### src/core/sso_pkg.sv
// constants for the software strap override control block
// ==========================================================
// How it works
// - AN on: 00 gives 10M, 01 gives 100M
// - AN on: 10 half only, 11 all modes
// - override loads decoded bits into mode, advertisement
// - indicator bit one selects mode 1, default one
// - indicator bit zero: mode 2/3 from the control select bit
// - override copies indicator bit into phy control
// - software sets done, then reset sequence completes
// - done bit zero holds the internal reset sequence
package sso_pkg;
  // ========================================================
  // register indices; byte address is four times the index
  localparam logic [7:0] BASIC_MODE_IDX = 8'h00;
  localparam logic [7:0] ADVERT_IDX = 8'h04;
  localparam logic [7:0] STRAP1_IDX = 8'h09;
  localparam logic [7:0] IND_CTRL_IDX = 8'h18;
  localparam logic [7:0] PHY_CTRL_IDX = 8'h19;
  localparam int IDX_W = 8;
  localparam int MIN_ADDR_W = 10;
  localparam logic [2:0] HSIZE_WORD = 3'h2;

  // ========================================================
  // strap override control 1 fields
  localparam int STRAP_DONE_BIT = 15;
  localparam int STRAP_NEG_EN_BIT = 13;
  localparam int STRAP_MODE_HI = 12;
  localparam int STRAP_MODE_LO = 11;
  localparam int STRAP_IND_BIT = 10;
  localparam logic [15:0] STRAP_RESET = 16'h3c00;
  localparam logic [15:0] STRAP_WMASK = 16'hbc00;

  // ========================================================
  // basic mode control and advertisement fields
  localparam int BM_SPEED_BIT = 13;
  localparam int BM_NEGOTIATION_ENABLE_BIT_BIT = 12;
  localparam int BM_DUPLEX_BIT = 8;
  localparam logic [15:0] BASIC_MODE_RESET = 16'h3100;
  localparam int ADV_10H_BIT = 5;
  localparam int ADV_10F_BIT = 6;
  localparam int ADV_100H_BIT = 7;
  localparam int ADV_100F_BIT = 8;
  localparam logic [15:0] ADVERT_SELECTOR = 16'h0001;
  localparam logic [15:0] ADVERT_RESET = 16'h01e1;

  // ========================================================
  // indicator and phy control fields
  localparam int PHY_IND_BIT = 5;
  localparam logic [15:0] PHY_CTRL_RESET = 16'h0020;
  localparam int IND_SEL_BIT = 5;
  localparam int IND_AUX_BIT = 6;
  localparam logic [15:0] IND_CTRL_RESET = 16'h0000;
  localparam logic [1:0] IND_MODE1 = 2'h1;
  localparam logic [1:0] IND_MODE2 = 2'h2;
  localparam logic [1:0] IND_MODE3 = 2'h3;

  typedef enum logic [1:0] {
    SEQ_HOLD,
    SEQ_LOAD,
    SEQ_RUN
  } sso_seq_t;
endpackage

### src/core/sso_strap_decode.sv
// decoder from strap override bits to register images
`timescale 1ns/1ps
module sso_strap_decode
  import sso_pkg::*;
(
  input wire logic negotiationEnable,
  input wire logic [1:0] negModeField,
  input wire logic indicatorConfig,
  input wire logic [15:0] basicModeNow,
  input wire logic [15:0] phyCtrlNow,
  output logic [15:0] basicModeImage,
  output logic [15:0] advertImage,
  output logic [15:0] phyCtrlImage
);
  always_comb begin
    advertImage = ADVERT_SELECTOR;
    case (negModeField)
      2'h0: begin
        advertImage[ADV_10H_BIT] = 1'b1;
        advertImage[ADV_10F_BIT] = 1'b1;
      end
      2'h1: begin
        advertImage[ADV_100H_BIT] = 1'b1;
        advertImage[ADV_100F_BIT] = 1'b1;
      end
      2'h2: begin
        advertImage[ADV_10H_BIT] = 1'b1;
        advertImage[ADV_100H_BIT] = 1'b1;
      end
      default: begin
        advertImage[ADV_10H_BIT] = 1'b1;
        advertImage[ADV_10F_BIT] = 1'b1;
        advertImage[ADV_100H_BIT] = 1'b1;
        advertImage[ADV_100F_BIT] = 1'b1;
      end
    endcase
    basicModeImage = basicModeNow;
    basicModeImage[BM_NEGOTIATION_ENABLE_BIT_BIT] = negotiationEnable;
    // forced mode: high code bit is speed, low code bit is duplex
    basicModeImage[BM_SPEED_BIT] = negotiationEnable | negModeField[1];
    basicModeImage[BM_DUPLEX_BIT] = negotiationEnable | negModeField[0];
    phyCtrlImage = phyCtrlNow;
    phyCtrlImage[PHY_IND_BIT] = indicatorConfig;
  end
endmodule

### src/core/sso_strap_override_ctrl.sv
// strap override register bank with ahb-lite slave and reset sequencer
//
// Register access over AHB-Lite was left to the implementer.
`timescale 1ns/1ps
module sso_strap_override_ctrl
  import sso_pkg::*;
#(
  parameter int ADDR_W = 10
) (
  input wire logic clock,
  input wire logic resetn,
  input wire logic hsel,
  input wire logic [ADDR_W-1:0] haddr,
  input wire logic [1:0] htrans,
  input wire logic hwrite,
  input wire logic [2:0] hsize,
  input wire logic [31:0] hwdata,
  input wire logic hready,
  output logic hreadyout,
  output logic [31:0] hrdata,
  output logic hresp,
  input wire logic strapOverride,
  output logic resetSeqDone,
  output logic [15:0] basicModeCtrl,
  output logic [15:0] advertCtrl,
  output logic [15:0] phyCtrl,
  output logic [1:0] indicatorMode
);
  // ========================================================
  // parameter check
  generate
    if (ADDR_W < MIN_ADDR_W) begin : g_bad_addr
      $error("address width too small for the register map");
    end
  endgenerate

  // ========================================================
  // strap override pin synchroniser
  logic ovrMeta_ff;
  logic ovrSync_ff;
  logic nxt_ovrMeta;
  logic nxt_ovrSync;

  always_comb begin
    nxt_ovrMeta = strapOverride;
    nxt_ovrSync = ovrMeta_ff;
  end

  always_ff @(posedge clock or negedge resetn) begin
    if (!resetn) begin
      ovrMeta_ff <= 1'b0;
      ovrSync_ff <= 1'b0;
    end else begin
      ovrMeta_ff <= nxt_ovrMeta;
      ovrSync_ff <= nxt_ovrSync;
    end
  end

  // ========================================================
  // bus slave: zero-wait writes, one wait state on reads
  logic wrPend_ff;
  logic rdPend_ff;
  logic [IDX_W-1:0] idx_ff;
  logic [31:0] rdData_ff;
  logic nxt_wrPend;
  logic nxt_rdPend;
  logic [IDX_W-1:0] nxt_idx;
  logic [31:0] nxt_rdData;
  logic take;
  logic [15:0] rdMux;

  logic [15:0] strap_ff;
  logic [15:0] basic_ff;
  logic [15:0] advert_ff;
  logic [15:0] phy_ff;
  logic [15:0] indCtrl_ff;

  always_comb begin
    take = hsel & htrans[1] & hready;
    nxt_wrPend = take & hwrite & (hsize == HSIZE_WORD) & (haddr[1:0] == 2'h0);
    nxt_rdPend = take & ~hwrite;
    nxt_idx = take ? haddr[IDX_W+1:2] : idx_ff;
    case (idx_ff)
      BASIC_MODE_IDX: rdMux = basic_ff;
      ADVERT_IDX: rdMux = advert_ff;
      STRAP1_IDX: rdMux = strap_ff;
      IND_CTRL_IDX: rdMux = indCtrl_ff;
      PHY_CTRL_IDX: rdMux = phy_ff;
      default: rdMux = 16'h0000;
    endcase
    // read data is sampled in the wait cycle so a write just before lands first
    nxt_rdData = rdPend_ff ? {16'h0000, rdMux} : rdData_ff;
  end

  always_ff @(posedge clock or negedge resetn) begin
    if (!resetn) begin
      wrPend_ff <= 1'b0;
      rdPend_ff <= 1'b0;
      idx_ff <= 8'h00;
      rdData_ff <= 32'h0000_0000;
    end else begin
      wrPend_ff <= nxt_wrPend;
      rdPend_ff <= nxt_rdPend;
      idx_ff <= nxt_idx;
      rdData_ff <= nxt_rdData;
    end
  end

  assign hreadyout = ~rdPend_ff;
  assign hresp = 1'b0;
  assign hrdata = rdData_ff;

  // ========================================================
  // reset sequencer
  sso_seq_t seq_ff;
  sso_seq_t nxt_seq;
  logic doneBit;

  assign doneBit = strap_ff[STRAP_DONE_BIT];

  always_comb begin
    nxt_seq = seq_ff;
    unique case (seq_ff)
      SEQ_HOLD: begin
        if (doneBit) begin
          nxt_seq = SEQ_LOAD;
        end
      end
      SEQ_LOAD: begin
        // done cleared while loading must not let the sequence run
        nxt_seq = doneBit ? SEQ_RUN : SEQ_HOLD;
      end
      SEQ_RUN: begin
        // clearing done again stalls the sequence until set anew
        if (!doneBit) begin
          nxt_seq = SEQ_HOLD;
        end
      end
    endcase
  end

  always_ff @(posedge clock or negedge resetn) begin
    if (!resetn) begin
      seq_ff <= SEQ_HOLD;
    end else begin
      seq_ff <= nxt_seq;
    end
  end

  assign resetSeqDone = (seq_ff == SEQ_RUN);

  // ========================================================
  // register bank
  logic loadNow;
  logic [15:0] basicImg;
  logic [15:0] advertImg;
  logic [15:0] phyImg;
  logic [15:0] wrVal;
  logic [15:0] nxt_strap;
  logic [15:0] nxt_basic;
  logic [15:0] nxt_advert;
  logic [15:0] nxt_phy;
  logic [15:0] nxt_indCtrl;

  assign loadNow = (seq_ff == SEQ_LOAD) & ovrSync_ff;

  sso_strap_decode u_decode (
    .negotiationEnable(strap_ff[STRAP_NEG_EN_BIT]),
    .negModeField(strap_ff[STRAP_MODE_HI:STRAP_MODE_LO]),
    .indicatorConfig(strap_ff[STRAP_IND_BIT]),
    .basicModeNow(basic_ff),
    .phyCtrlNow(phy_ff),
    .basicModeImage(basicImg),
    .advertImage(advertImg),
    .phyCtrlImage(phyImg)
  );

  always_comb begin
    wrVal = hwdata[15:0];
    nxt_strap = strap_ff;
    nxt_basic = basic_ff;
    nxt_advert = advert_ff;
    nxt_phy = phy_ff;
    nxt_indCtrl = indCtrl_ff;
    if (wrPend_ff) begin
      case (idx_ff)
        BASIC_MODE_IDX: nxt_basic = wrVal;
        ADVERT_IDX: nxt_advert = wrVal;
        STRAP1_IDX: nxt_strap = wrVal & STRAP_WMASK;
        IND_CTRL_IDX: nxt_indCtrl = wrVal;
        PHY_CTRL_IDX: nxt_phy = wrVal;
        default: nxt_strap = strap_ff;
      endcase
    end
    // the strap load wins over a software write in the same cycle
    if (loadNow) begin
      nxt_basic = basicImg;
      nxt_advert = advertImg;
      nxt_phy = phyImg;
    end
  end

  always_ff @(posedge clock or negedge resetn) begin
    if (!resetn) begin
      strap_ff <= STRAP_RESET;
      basic_ff <= BASIC_MODE_RESET;
      advert_ff <= ADVERT_RESET;
      phy_ff <= PHY_CTRL_RESET;
      indCtrl_ff <= IND_CTRL_RESET;
    end else begin
      strap_ff <= nxt_strap;
      basic_ff <= nxt_basic;
      advert_ff <= nxt_advert;
      phy_ff <= nxt_phy;
      indCtrl_ff <= nxt_indCtrl;
    end
  end

  assign basicModeCtrl = basic_ff;
  assign advertCtrl = advert_ff;
  assign phyCtrl = phy_ff;

  // ========================================================
  // indicator mode select; only the select bit picks 2 or 3
  always_comb begin
    if (phy_ff[PHY_IND_BIT]) begin
      indicatorMode = IND_MODE1;
    end else if (indCtrl_ff[IND_SEL_BIT]) begin
      indicatorMode = IND_MODE3;
    end else begin
      indicatorMode = IND_MODE2;
    end
  end

  logic [1:0] codeNow;
  logic negEnNow;
  assign codeNow = strap_ff[STRAP_MODE_HI:STRAP_MODE_LO];
  assign negEnNow = strap_ff[STRAP_NEG_EN_BIT];
endmodule

### config.mk
export PLATFORM = sky130hd
export DESIGN_NAME = sso_strap_override_ctrl
export DESIGN_NICKNAME = d
export VERILOG_FILES = /design/src/core/sso_pkg.sv /design/src/core/sso_strap_decode.sv /design/src/core/sso_strap_override_ctrl.sv
export SDC_FILE = /design/constraint.sdc
export NUM_CORES = 1
export LEC_CHECK = 0
export ABC_CLOCK_PERIOD_IN_PS = 2750
export BUFFER_PORTS_ARGS = -buffer_cell sky130_fd_sc_hd__buf_2
export CORE_ASPECT_RATIO = 0.5
export CORE_MARGIN = 5
export CORE_UTILIZATION = 54
export CTS_BUF_LIST = sky130_fd_sc_hd__clkbuf_8 sky130_fd_sc_hd__clkbuf_16
export DETAILED_ROUTE_END_ITERATION = 7
export HOLD_SLACK_MARGIN = 0.08
export PLACE_DENSITY_LB_ADDON = 0.12
export SYNTH_ARGS = -nofsm -noshare
export SYNTH_HDL_FRONTEND = slang
export SYNTH_HIERARCHICAL = 1
export SYNTH_SLANG_ARGS = --single-unit
### constraint.sdc
create_clock -name clock -period 2.75 [get_ports clock]
set_input_delay 0.275 -clock clock [delete_from_list [all_inputs] [get_ports clock]]
set_output_delay 0.275 -clock clock [all_outputs]
set_load 0.02 [all_outputs]
-- Word level (Yosys, flattened, before mapping)
Index checks and enable logic that the tools add are counted.
- register bits: 99
- output and inout port bits: 85
- logic and storage cells: 75
- eq/ne operators: 11
- mux-type cells: 20
- bitwise gates (word level): 12
- reductions and logical operators: 18
- operators by type and width (kind ; count):
    one-hot mux 16 bit (5 select lines) ; 1
    two-way mux 16 bit ; 3
    two-way mux 14 bit ; 3
    two-way mux 6 bit ; 3
    == test 8 x 5 -> 1 bit, second input constant ; 2
    AND reduction 2 bit ; 6
    == test 8 x 3 -> 1 bit, second input constant ; 1
    == test 8 x 4 -> 1 bit, second input constant ; 1
    logical NOT 8 bit ; 1
    two-way mux 2 bit ; 4
    nonzero test 2 bit ; 4
    AND 1 bit ; 7
    logical NOT 2 bit ; 3
    one-hot mux 2 bit (3 select lines) ; 1
    AND reduction 3 bit ; 2
    two-way mux 1 bit ; 5
    == test 2 x 1 -> 1 bit, second input constant ; 2
    == test 2 bit, second input constant ; 2
    inequality test 2 bit, second input constant ; 2
    OR reduction 2 bit ; 2
    == test 3 x 2 -> 1 bit, second input constant ; 1
    NOT 1 bit ; 3
    bitwise OR 1 bit ; 2

-- Longest topological paths before layout
Gate-level depths: netlist of the first run.
- depth after elaboration: 5
- depth in mapped cells: 6
- depth with buffers taken out: 5

-- By module
The synthesis of the first run kept the hierarchy.
- by module, submodules not included (module ; times used ; cells an instance ; area an instance (µm²) ; sequential area each (µm²)):
    sso_strap_override_ctrl ; 1 ; 509 ; 5310.1 ; 2493.6
    sso_strap_decode ; 1 ; 55 ; 395.4 ; 0.0

-- Least setup slack after synthesis of the first run
OpenSTA, ideal clock, no wires.
- kind: flip-flop to flip-flop
- start: reg idx_ff[5]
- end: reg indCtrl_ff[10]
- data arrival time: 1.872 ns
- setup slack: 0.753 ns
- cell stages (with the launch flop): 6
- path through: dfrtp_1 -> or4b_1 -> clkbuf_1 -> nor3_4 -> buf_8 -> mux2_4
- cells in the longest elaborated chain, start to end: 2
- RTL lines (what ; RTL line ; text):
    start: declaration ; sso_strap_override_ctrl.sv:63 ; logic [IDX_W-1:0] idx_ff;
    start signal: assignment ; sso_strap_override_ctrl.sv:104 ; idx_ff <= nxt_idx;
    == test 8 x 5 -> 1 bit ; sso_strap_override_ctrl.sv:186 ; case (idx_ff)
    AND reduction 2 bit (no source line) ; n/a ;
    end signal: assignment ; sso_strap_override_ctrl.sv:215 ; indCtrl_ff <= nxt_indCtrl;
    end: declaration ; sso_strap_override_ctrl.sv:76 ; logic [15:0] indCtrl_ff;
No other way between the ends.
A chain may end at the register's enable or synchronous reset.

-- Final worst setup path of the first run
- start: reg idx_ff[5]
- end: reg indCtrl_ff[2]
The elaborated chain is that of the path after synthesis.

==> results of run 1 <==
cells in the mapped netlist (all sizes together):
library cell	n
or4b	1
nand3	2
mux2	31
or4	1
o22ai	5
a41o	1
nor3	1
nand4	48
o22a	11
clkbuf	38
nand4bb	1
nor4bb	1
ha	6
nor4	2
nand2b	2
or2	3
inv	22
buf	75
o21ai	1
conb	3
nand2	4
a21o	1
and3	1
a221o	4
a31oi	48
mux2i	32
or4bb	1
nor2	51
nor2b	4
and4	1
nor4b	3
o32ai	11
o31ai	48
nand4b	1
dfrtp	86
dfstp	13
what timing repair did:
item / 4_1_cts / 5_1_grt
endpoints found under the setup margin: 0 / 0
endpoints found under the hold margin: 31 / 0
resized for setup: 0 / 0
setup buffers: 0 / 0
hold buffers: 4 / 0
flip-flops by register name (all words and copies together), names as in the netlist:
name	cells
basicModeCtrl	16
advertCtrl	16
phyCtrl	16
wrPend_ff	1
idx_ff	8
hrdata	16
strap_ff	5
rdPend_ff	1
seq_ff	2
ovrSync_ff	1
nxt_ovrSync	1
indCtrl_ff	16
area by class of cell:
class,instances,area (µm²),share of cell area
tap,140,175,0.0275
sequential,99,2490,0.392
timing repair buffer,124,736,0.116
inverter,22,82.6,0.0130
clock buffer,9,225,0.0354
clock inverter,7,70.1,0.0110
multi-input combinational,356,2580,0.405
logic make-up (layout without fill, tap and decap cells):
kind of cell / Yosys count / after routing / synth area share
AO/OA/AOI/OAI: 130 / 130 / 0.166
adder cells (fa/ha/maj): 6 / 6 / 0.0132
buffers and inverters: 135 / 162 / 0.132
flip-flops: 99 / 99 / 0.437
multiplexers: 63 / 63 / 0.124
other: 3 / 29 / 0.00197
AND/OR/NAND/NOR: 128 / 128 / 0.126
power groups by stage:
stage | Sequential [µW] | Combinational [µW] | Clock (µW)
global route | 1950 | 1690 | 1350
detailed placement | 1950 | 1540 | 0
CTS | 1920 | 1550 | 1300
finish | 1920 | 1540 | 1280
floorplan | 2100 | 897 | 0
global placement | 1940 | 1510 | 0
path summary, 6_finish.rpt:
path                                   from                 to  slack (ns)  depth (start not counted)
worst max-delay path              idx_ff[5]      indCtrl_ff[2]        0.52                          4
worst min-delay path                 hwrite          rdPend_ff        0.09                          2
worst max register to register    idx_ff[5]      indCtrl_ff[2]        0.52                          4
worst min register to register  nxt_ovrSync         ovrSync_ff        0.36                          0
max in group asynchronous            resetn  basicModeCtrl[12]        1.63                          3
min in group asynchronous            resetn          seq_ff[0]        0.42                          2
per-layer routing:
metal,track usage,wire length [µm],vias up
li1,-,-,2111
met1,0.353,7240,2249
met2,0.351,6440,199
met3,0.0739,1410,19
met4,0.0585,151,0
met5,0,0,-
cells in the final DEF (no fill, tap or decap), types with 3 or more instances in the layout:
| cell type | count |
|---|---|
| buf_2 | 102 |
| dfrtp_1 | 85 |
| nor2_1 | 51 |
| o31ai_1 | 48 |
| nand4_1 | 48 |
| a31oi_1 | 48 |
| mux2i_1 | 32 |
| conb_1 | 29 |
| inv_1 | 23 |
| mux2_2 | 21 |
| buf_4 | 14 |
| dfstp_2 | 13 |
| o22a_1 | 11 |
| o32ai_1 | 11 |
| mux2_4 | 10 |
| clkbuf_16 | 9 |
| ha_1 | 6 |
| o22ai_1 | 5 |
| nor2b_1 | 4 |
| a221o_1 | 4 |
| dlygate4sd3_1 | 4 |
| buf_12 | 4 |
| nand2_1 | 3 |
| clkinvlp_4 | 3 |
through the flow:
stage | util | total power, µW | worst slack [ns] | hold WS (ns) | cell area, µm²
6_report | 0.621 | 4740 | 0.517 | 0.0878 | 6360
2_1_floorplan | - | 2990 | 0.753 | -0.0206 | 5800
5_1_grt | 0.621 | 5000 | 0.459 | 0.0960 | 6360
4_1_cts | 0.621 | 4760 | 0.515 | 0.0808 | 6360
3_3_place_gp | 0.588 | 3450 | 0.539 | 0.264 | 6020
3_5_place_dp | 0.588 | 3480 | 0.530 | 0.270 | 6020
critical path, cell delays in order, from the launching register on:
cell and delay, ns:
dfrtp_1 0.43, or4b_2 0.75, nor3_4 0.36, buf_12 0.22
mux2_2 0.34
==> summary.txt, run 1 <==
Outcome
  – Status: finished, final reports clean

Drt
  – Routed wire per std cell: roughly 20 µm
  – Post-route ant nets: 0
  – First-pass iteration count of the detailed router: 5
  – Drt drc: 0
  – Detailed-route wire length: around 15,000 µm
  – Initial drt markers: 463
  – Post-DR vias/cell: between 6 and 7
  – DR vias: around 4,600

Logic synthesis
  – Unique masters post-synth: 42
  – Seq/Total Area, Yosys: 0.437
  – Mapped Cells: 564
  – Synth Cell Area: 0.00571 mm²
  – Area leader, netlist: dfrtp_1
  – Yosys top cell area share: 0.377
  – Seq cells post-synth: 99
  – Area contributors post-synth: dfrtp_1 38%, buf_4 7.8%, o31ai_1 6.3%
  – Synthesis warning total: 6
  – Avg Inst Size Synth: between 10 and 15 µm²

Worst setup path
  – Critical setup path kind: flip-flop to flip-flop
  – Top fanout value on the critical path: 13
  – Critical path required time: 2.98 ns
  – Setup crit start kind: flip-flop
  – Crit path DAT: between 2 and 2.5 ns
  – Critical path capture point type: flip-flop

Timing
  – Final setup fails: 0
  – RSZ-0062 raised after global routing: no
  – Layout Skew: 0.00914 ns
  – Relative slew slack: 0.537
  – Fin Setup TNS: 0 ns
  – Fmax achieved: about 0.45 GHz
  – Final period utilization: 0.812
  – Hold Vio Cnt, Final: 0
  – Worst Max-Slew Pin Slew: slightly below 0.7 ns
  – Count of final max-slew check failures: 0
  – Min cycle time layout: about 2.2 ns

Finish
  – Fin cells: 757
  – Antenna Cells: 0
  – Area Growth Syn to Fin: 11.5%
  – Layout fillers: about 900
  – Fraction of layout cells with a size suffix above 1: 0.305
  – Layout Nets: 671

Pwr
  – Switching Fraction: 0.378
  – P_sw: 1790 µW
  – Clk pwr share: 0.269
  – Static Leak: 0.00265 µW
  – P_int: just under 3000 µW
  – Power Density: around 750 mW/mm²
  – Flop pwr share: 0.405
  – Peak supply drop: approximately 0.00036 V
  – Combinational share of power: 0.326

Die
  – Die W: roughly 160 µm
  – Row count: 26
  – I/O pin count: between 100 and 150
  – Die area: between 0.01 and 0.015 mm²
  – Die H: between 80 and 90 µm
  – Initial Util: 0.557
  – Core footprint: between 0.01 and 0.015 mm²

Clock network
  – H-tree levels: 3
  – Worst skew pair latency: about 0.35 ns
  – Clock Path Buffers: 2
  – CTS tree: yes
  – CTS Buf Count: 9
  – Clock Pin Slew Worst Setup and Hold Paths: ~0.07 ns
  – # clock sinks: between 90 and 100
  – Clk Tree Root Cell: clkbuf_16

GRT
  – Initial antenna violation count: 0
  – Largest net degree at the start of global routing: 97
  – First-pass GRT wire length: between 20,000 and 25,000 µm
  – All-layer global routing usage: 0.242
  – Vias in the first global route: 4,386
  – Grt total ovfl: 0

Place
  – # port buffers: between 100 and 150
  – Hpwl dp: 9790 µm
  – RePlAce Congestion: approximately 0.81
  – Dpl cells: approximately 740

Flow run
  – Max Cap Viol: 0

Min path
  – Worst hold-check path type: input pin to flip-flop
No activity file was read; power rests on OpenSTA's default activity.
==> run 2, diff against run 1 <==
--- a/config.mk
+++ b/config.mk
@@ -5,11 +5,11 @@
 export SDC_FILE = /design/constraint.sdc
 export NUM_CORES = 1
 export LEC_CHECK = 0
-export ABC_CLOCK_PERIOD_IN_PS = 2750
+export ABC_CLOCK_PERIOD_IN_PS = 2050
 export BUFFER_PORTS_ARGS = -buffer_cell sky130_fd_sc_hd__buf_2
 export CORE_ASPECT_RATIO = 0.5
 export CORE_MARGIN = 5
-export CORE_UTILIZATION = 54
+export CORE_UTILIZATION = 49
 export CTS_BUF_LIST = sky130_fd_sc_hd__clkbuf_8 sky130_fd_sc_hd__clkbuf_16
 export DETAILED_ROUTE_END_ITERATION = 7
 export HOLD_SLACK_MARGIN = 0.08
==> constraint.sdc (replaced) <==
create_clock -name clock -period 2.05 [get_ports clock]
set_input_delay 0.205 -clock clock [delete_from_list [all_inputs] [get_ports clock]]
set_output_delay 0.205 -clock clock [all_outputs]
set_load 0.02 [all_outputs]
==> summary.txt, run 2 (synthesized netlist as in run 1, its figures left out) <==
Clock network
  – CTS tree: yes
  – # clock sinks: roughly 100
  – Clock Path Buffers: 2
  – Worst skew pair latency: ~0.35 ns
  – CTS Buf Count: 9
  – Clock Pin Slew Worst Setup and Hold Paths: 0.07 ns
  – Clk Tree Root Cell: clkbuf_16
  – H-tree levels: 3

GRT
  – All-layer global routing usage: 0.232
  – Vias in the first global route: ~4,500
  – Largest net degree at the start of global routing: 49
  – First-pass GRT wire length: 25,700 µm
  – Initial antenna violation count: 0
  – Grt total ovfl: 0

Drt
  – Detailed-route wire length: between 15,000 and 20,000 µm
  – Drt drc: 0
  – Initial drt markers: between 400 and 500
  – Routed wire per std cell: about 20 µm
  – Post-route ant nets: 0
  – First-pass iteration count of the detailed router: 5
  – Post-DR vias/cell: ~5.8
  – DR vias: approximately 4,600

Worst setup path
  – Slowest stage delay, CP: ~0.58 ns
  – Setup crit start kind: flip-flop
  – Critical register-to-register path startpoint: idx_ff[1]
  – Critical path capture point type: flip-flop
  – Critical setup path kind: flip-flop to flip-flop
  – Reg-to-Reg End: indCtrl_ff[2]
  – Top fanout value on the critical path: 7
  – Worst reg-to-reg setup slack: approximately 0.093 ns
  – CP max-delay cell: or4bb_4
  – Crit path DAT: 2.19 ns
  – Critical path required time: 2.28 ns
  – CP Cell Sequence: or4bb_4 > nor3_4 > buf_4 > buf_12 > mux2_2
  – R2R depth: 5

Finish
  – Antenna Cells: 0
  – Fraction of layout cells with a size suffix above 1: 0.316
  – Most common cell after layout, fill and taps aside: buf_2
  – Fin cells: between 700 and 800
  – Layout Nets: 686
  – Most frequent cells in the layout: 102 x buf_2, 84 x dfrtp_1, 51 x nor2_1
  – Layout fillers: between 900 and 1,000
  – Area Growth Syn to Fin: 15.6%

Timing
  – Hold Vio Cnt, Final: 0
  – Final period utilization: 0.955
  – RSZ-0062 raised after global routing: no
  – Min cycle time layout: ~2.0 ns
  – Relative slew slack: 0.567
  – Final setup fails: 0
  – Count of final max-slew check failures: 0
  – Worst Max-Slew Pin Slew: about 0.65 ns
  – Layout Skew: around 0.0065 ns
  – Fmax achieved: approximately 0.5 GHz
  – Fin Setup TNS: 0 ns

Die
  – Row count: 27
  – I/O pin count: roughly 140
  – Die area: between 0.01 and 0.015 mm²
  – Initial Util: 0.510
  – Core footprint: between 0.01 and 0.015 mm²
  – Die H: around 86 µm
  – Die W: 163 µm

Place
  – Dpl cells: 766
  – # port buffers: 103
  – RePlAce Congestion: about 0.79
  – Hpwl dp: between 10,000 and 15,000 µm

Pwr
  – P_sw: approximately 2400 µW
  – Combinational share of power: 0.343
  – Static Leak: about 0.0028 µW
  – Switching Fraction: 0.372
  – P_int: 4030 µW
  – Power Density: approximately 970 mW/mm²
  – Flop pwr share: 0.399
  – Clk pwr share: 0.258
  – Peak supply drop: 0.000451 V

Outcome
  – Status: finished, final reports clean

Min path
  – Worst Hold Depth: 2
  – Hold EP: idx_ff[4]
  – Worst hold-check path type: input pin to flip-flop
  – Hold Crit Start: haddr[6]

Flow run
  – Max Cap Viol: 0
[run 2: layout make-up]
type / instances / area (µm²) / area share
Timing Repair Buffer: 139 / 947 / 0.144
Inverter: 22 / 82.6 / 0.0125
Multi-Input combinational cell: 356 / 2590 / 0.393
Tap cell: 159 / 199 / 0.0302
Sequential cell: 99 / 2500 / 0.378
Clock inverter: 7 / 55.1 / 0.00835
Clock buffer: 9 / 225 / 0.0341
[run 2: per-layer routing]
| metal | global-route usage | routed length [µm] | up-vias | part of all wire |
|---|---|---|---|---|
| met2 | 0.339 | 6870 | 178 | 0.43 |
| met3 | 0.0561 | 1320 | 14 | 0.083 |
| met1 | 0.348 | 7540 | 2261 | 0.47 |
| li1 | - | - | 2149 | - |
| met5 | 0 | 0 | - | 0 |
| met4 | 0.0548 | 165 | 0 | 0.010 |
[run 2: power groups by stage]
stage / clock (µW) / combinational, µW / sequential (µW)
global placement: 0 / 2150 / 2590
CTS: 1690 / 2200 / 2560
detailed placement: 0 / 2180 / 2590
floorplan: 0 / 1200 / 2810
global route: 1760 / 2410 / 2600
finish: 1650 / 2200 / 2560
[run 2: how the worst max path moves through the flow]
stage	from	to	slack, ns	depth (start not counted)
finish	idx_ff[1]	indCtrl_ff[2]	0.09	5
detailed placement	idx_ff[5]	indCtrl_ff[2]	0.008	4
floorplan	idx_ff[5]	indCtrl_ff[10]	0.05	5
CTS	idx_ff[1]	indCtrl_ff[2]	0.03	5
global placement	idx_ff[5]	phyCtrl[10]	0.04	4
global route	idx_ff[1]	indCtrl_ff[2]	0.02	5
[run 2: worst max-delay path: cells and delay by family (launching register included)]
family	cells	cell delay, ns
buffers and inverters	2	0.28
DFF	1	0.46
muxes	1	0.34
and+or+nand+nor	2	0.76
[run 2: through the flow]
| step | instance area, µm² | hold slack, ns | total power [µW] | setup slack [ns] | utilization |
|---|---|---|---|---|---|
| 6_report | 6600 | 0.0903 | 6420 | 0.0931 | 0.590 |
| 5_1_grt | 6600 | 0.0826 | 6780 | 0.0234 | 0.590 |
| 4_1_cts | 6580 | 0.0816 | 6440 | 0.0320 | 0.589 |
| 3_5_place_dp | 6190 | 0.213 | 4780 | 0.00802 | 0.553 |
| 3_3_place_gp | 6190 | 0.212 | 4740 | 0.0428 | 0.553 |
| 2_1_floorplan | 5800 | -0.0906 | 4010 | 0.0529 | - |
[run 2: timing repair]
item,4_1_cts,5_1_grt
setup buffers,1,0
hold buffers,7,0
hold endpoints to repair,33,0
gates cloned,1,0
endpoints found under the setup margin,3,17
gates resized for setup,2,3
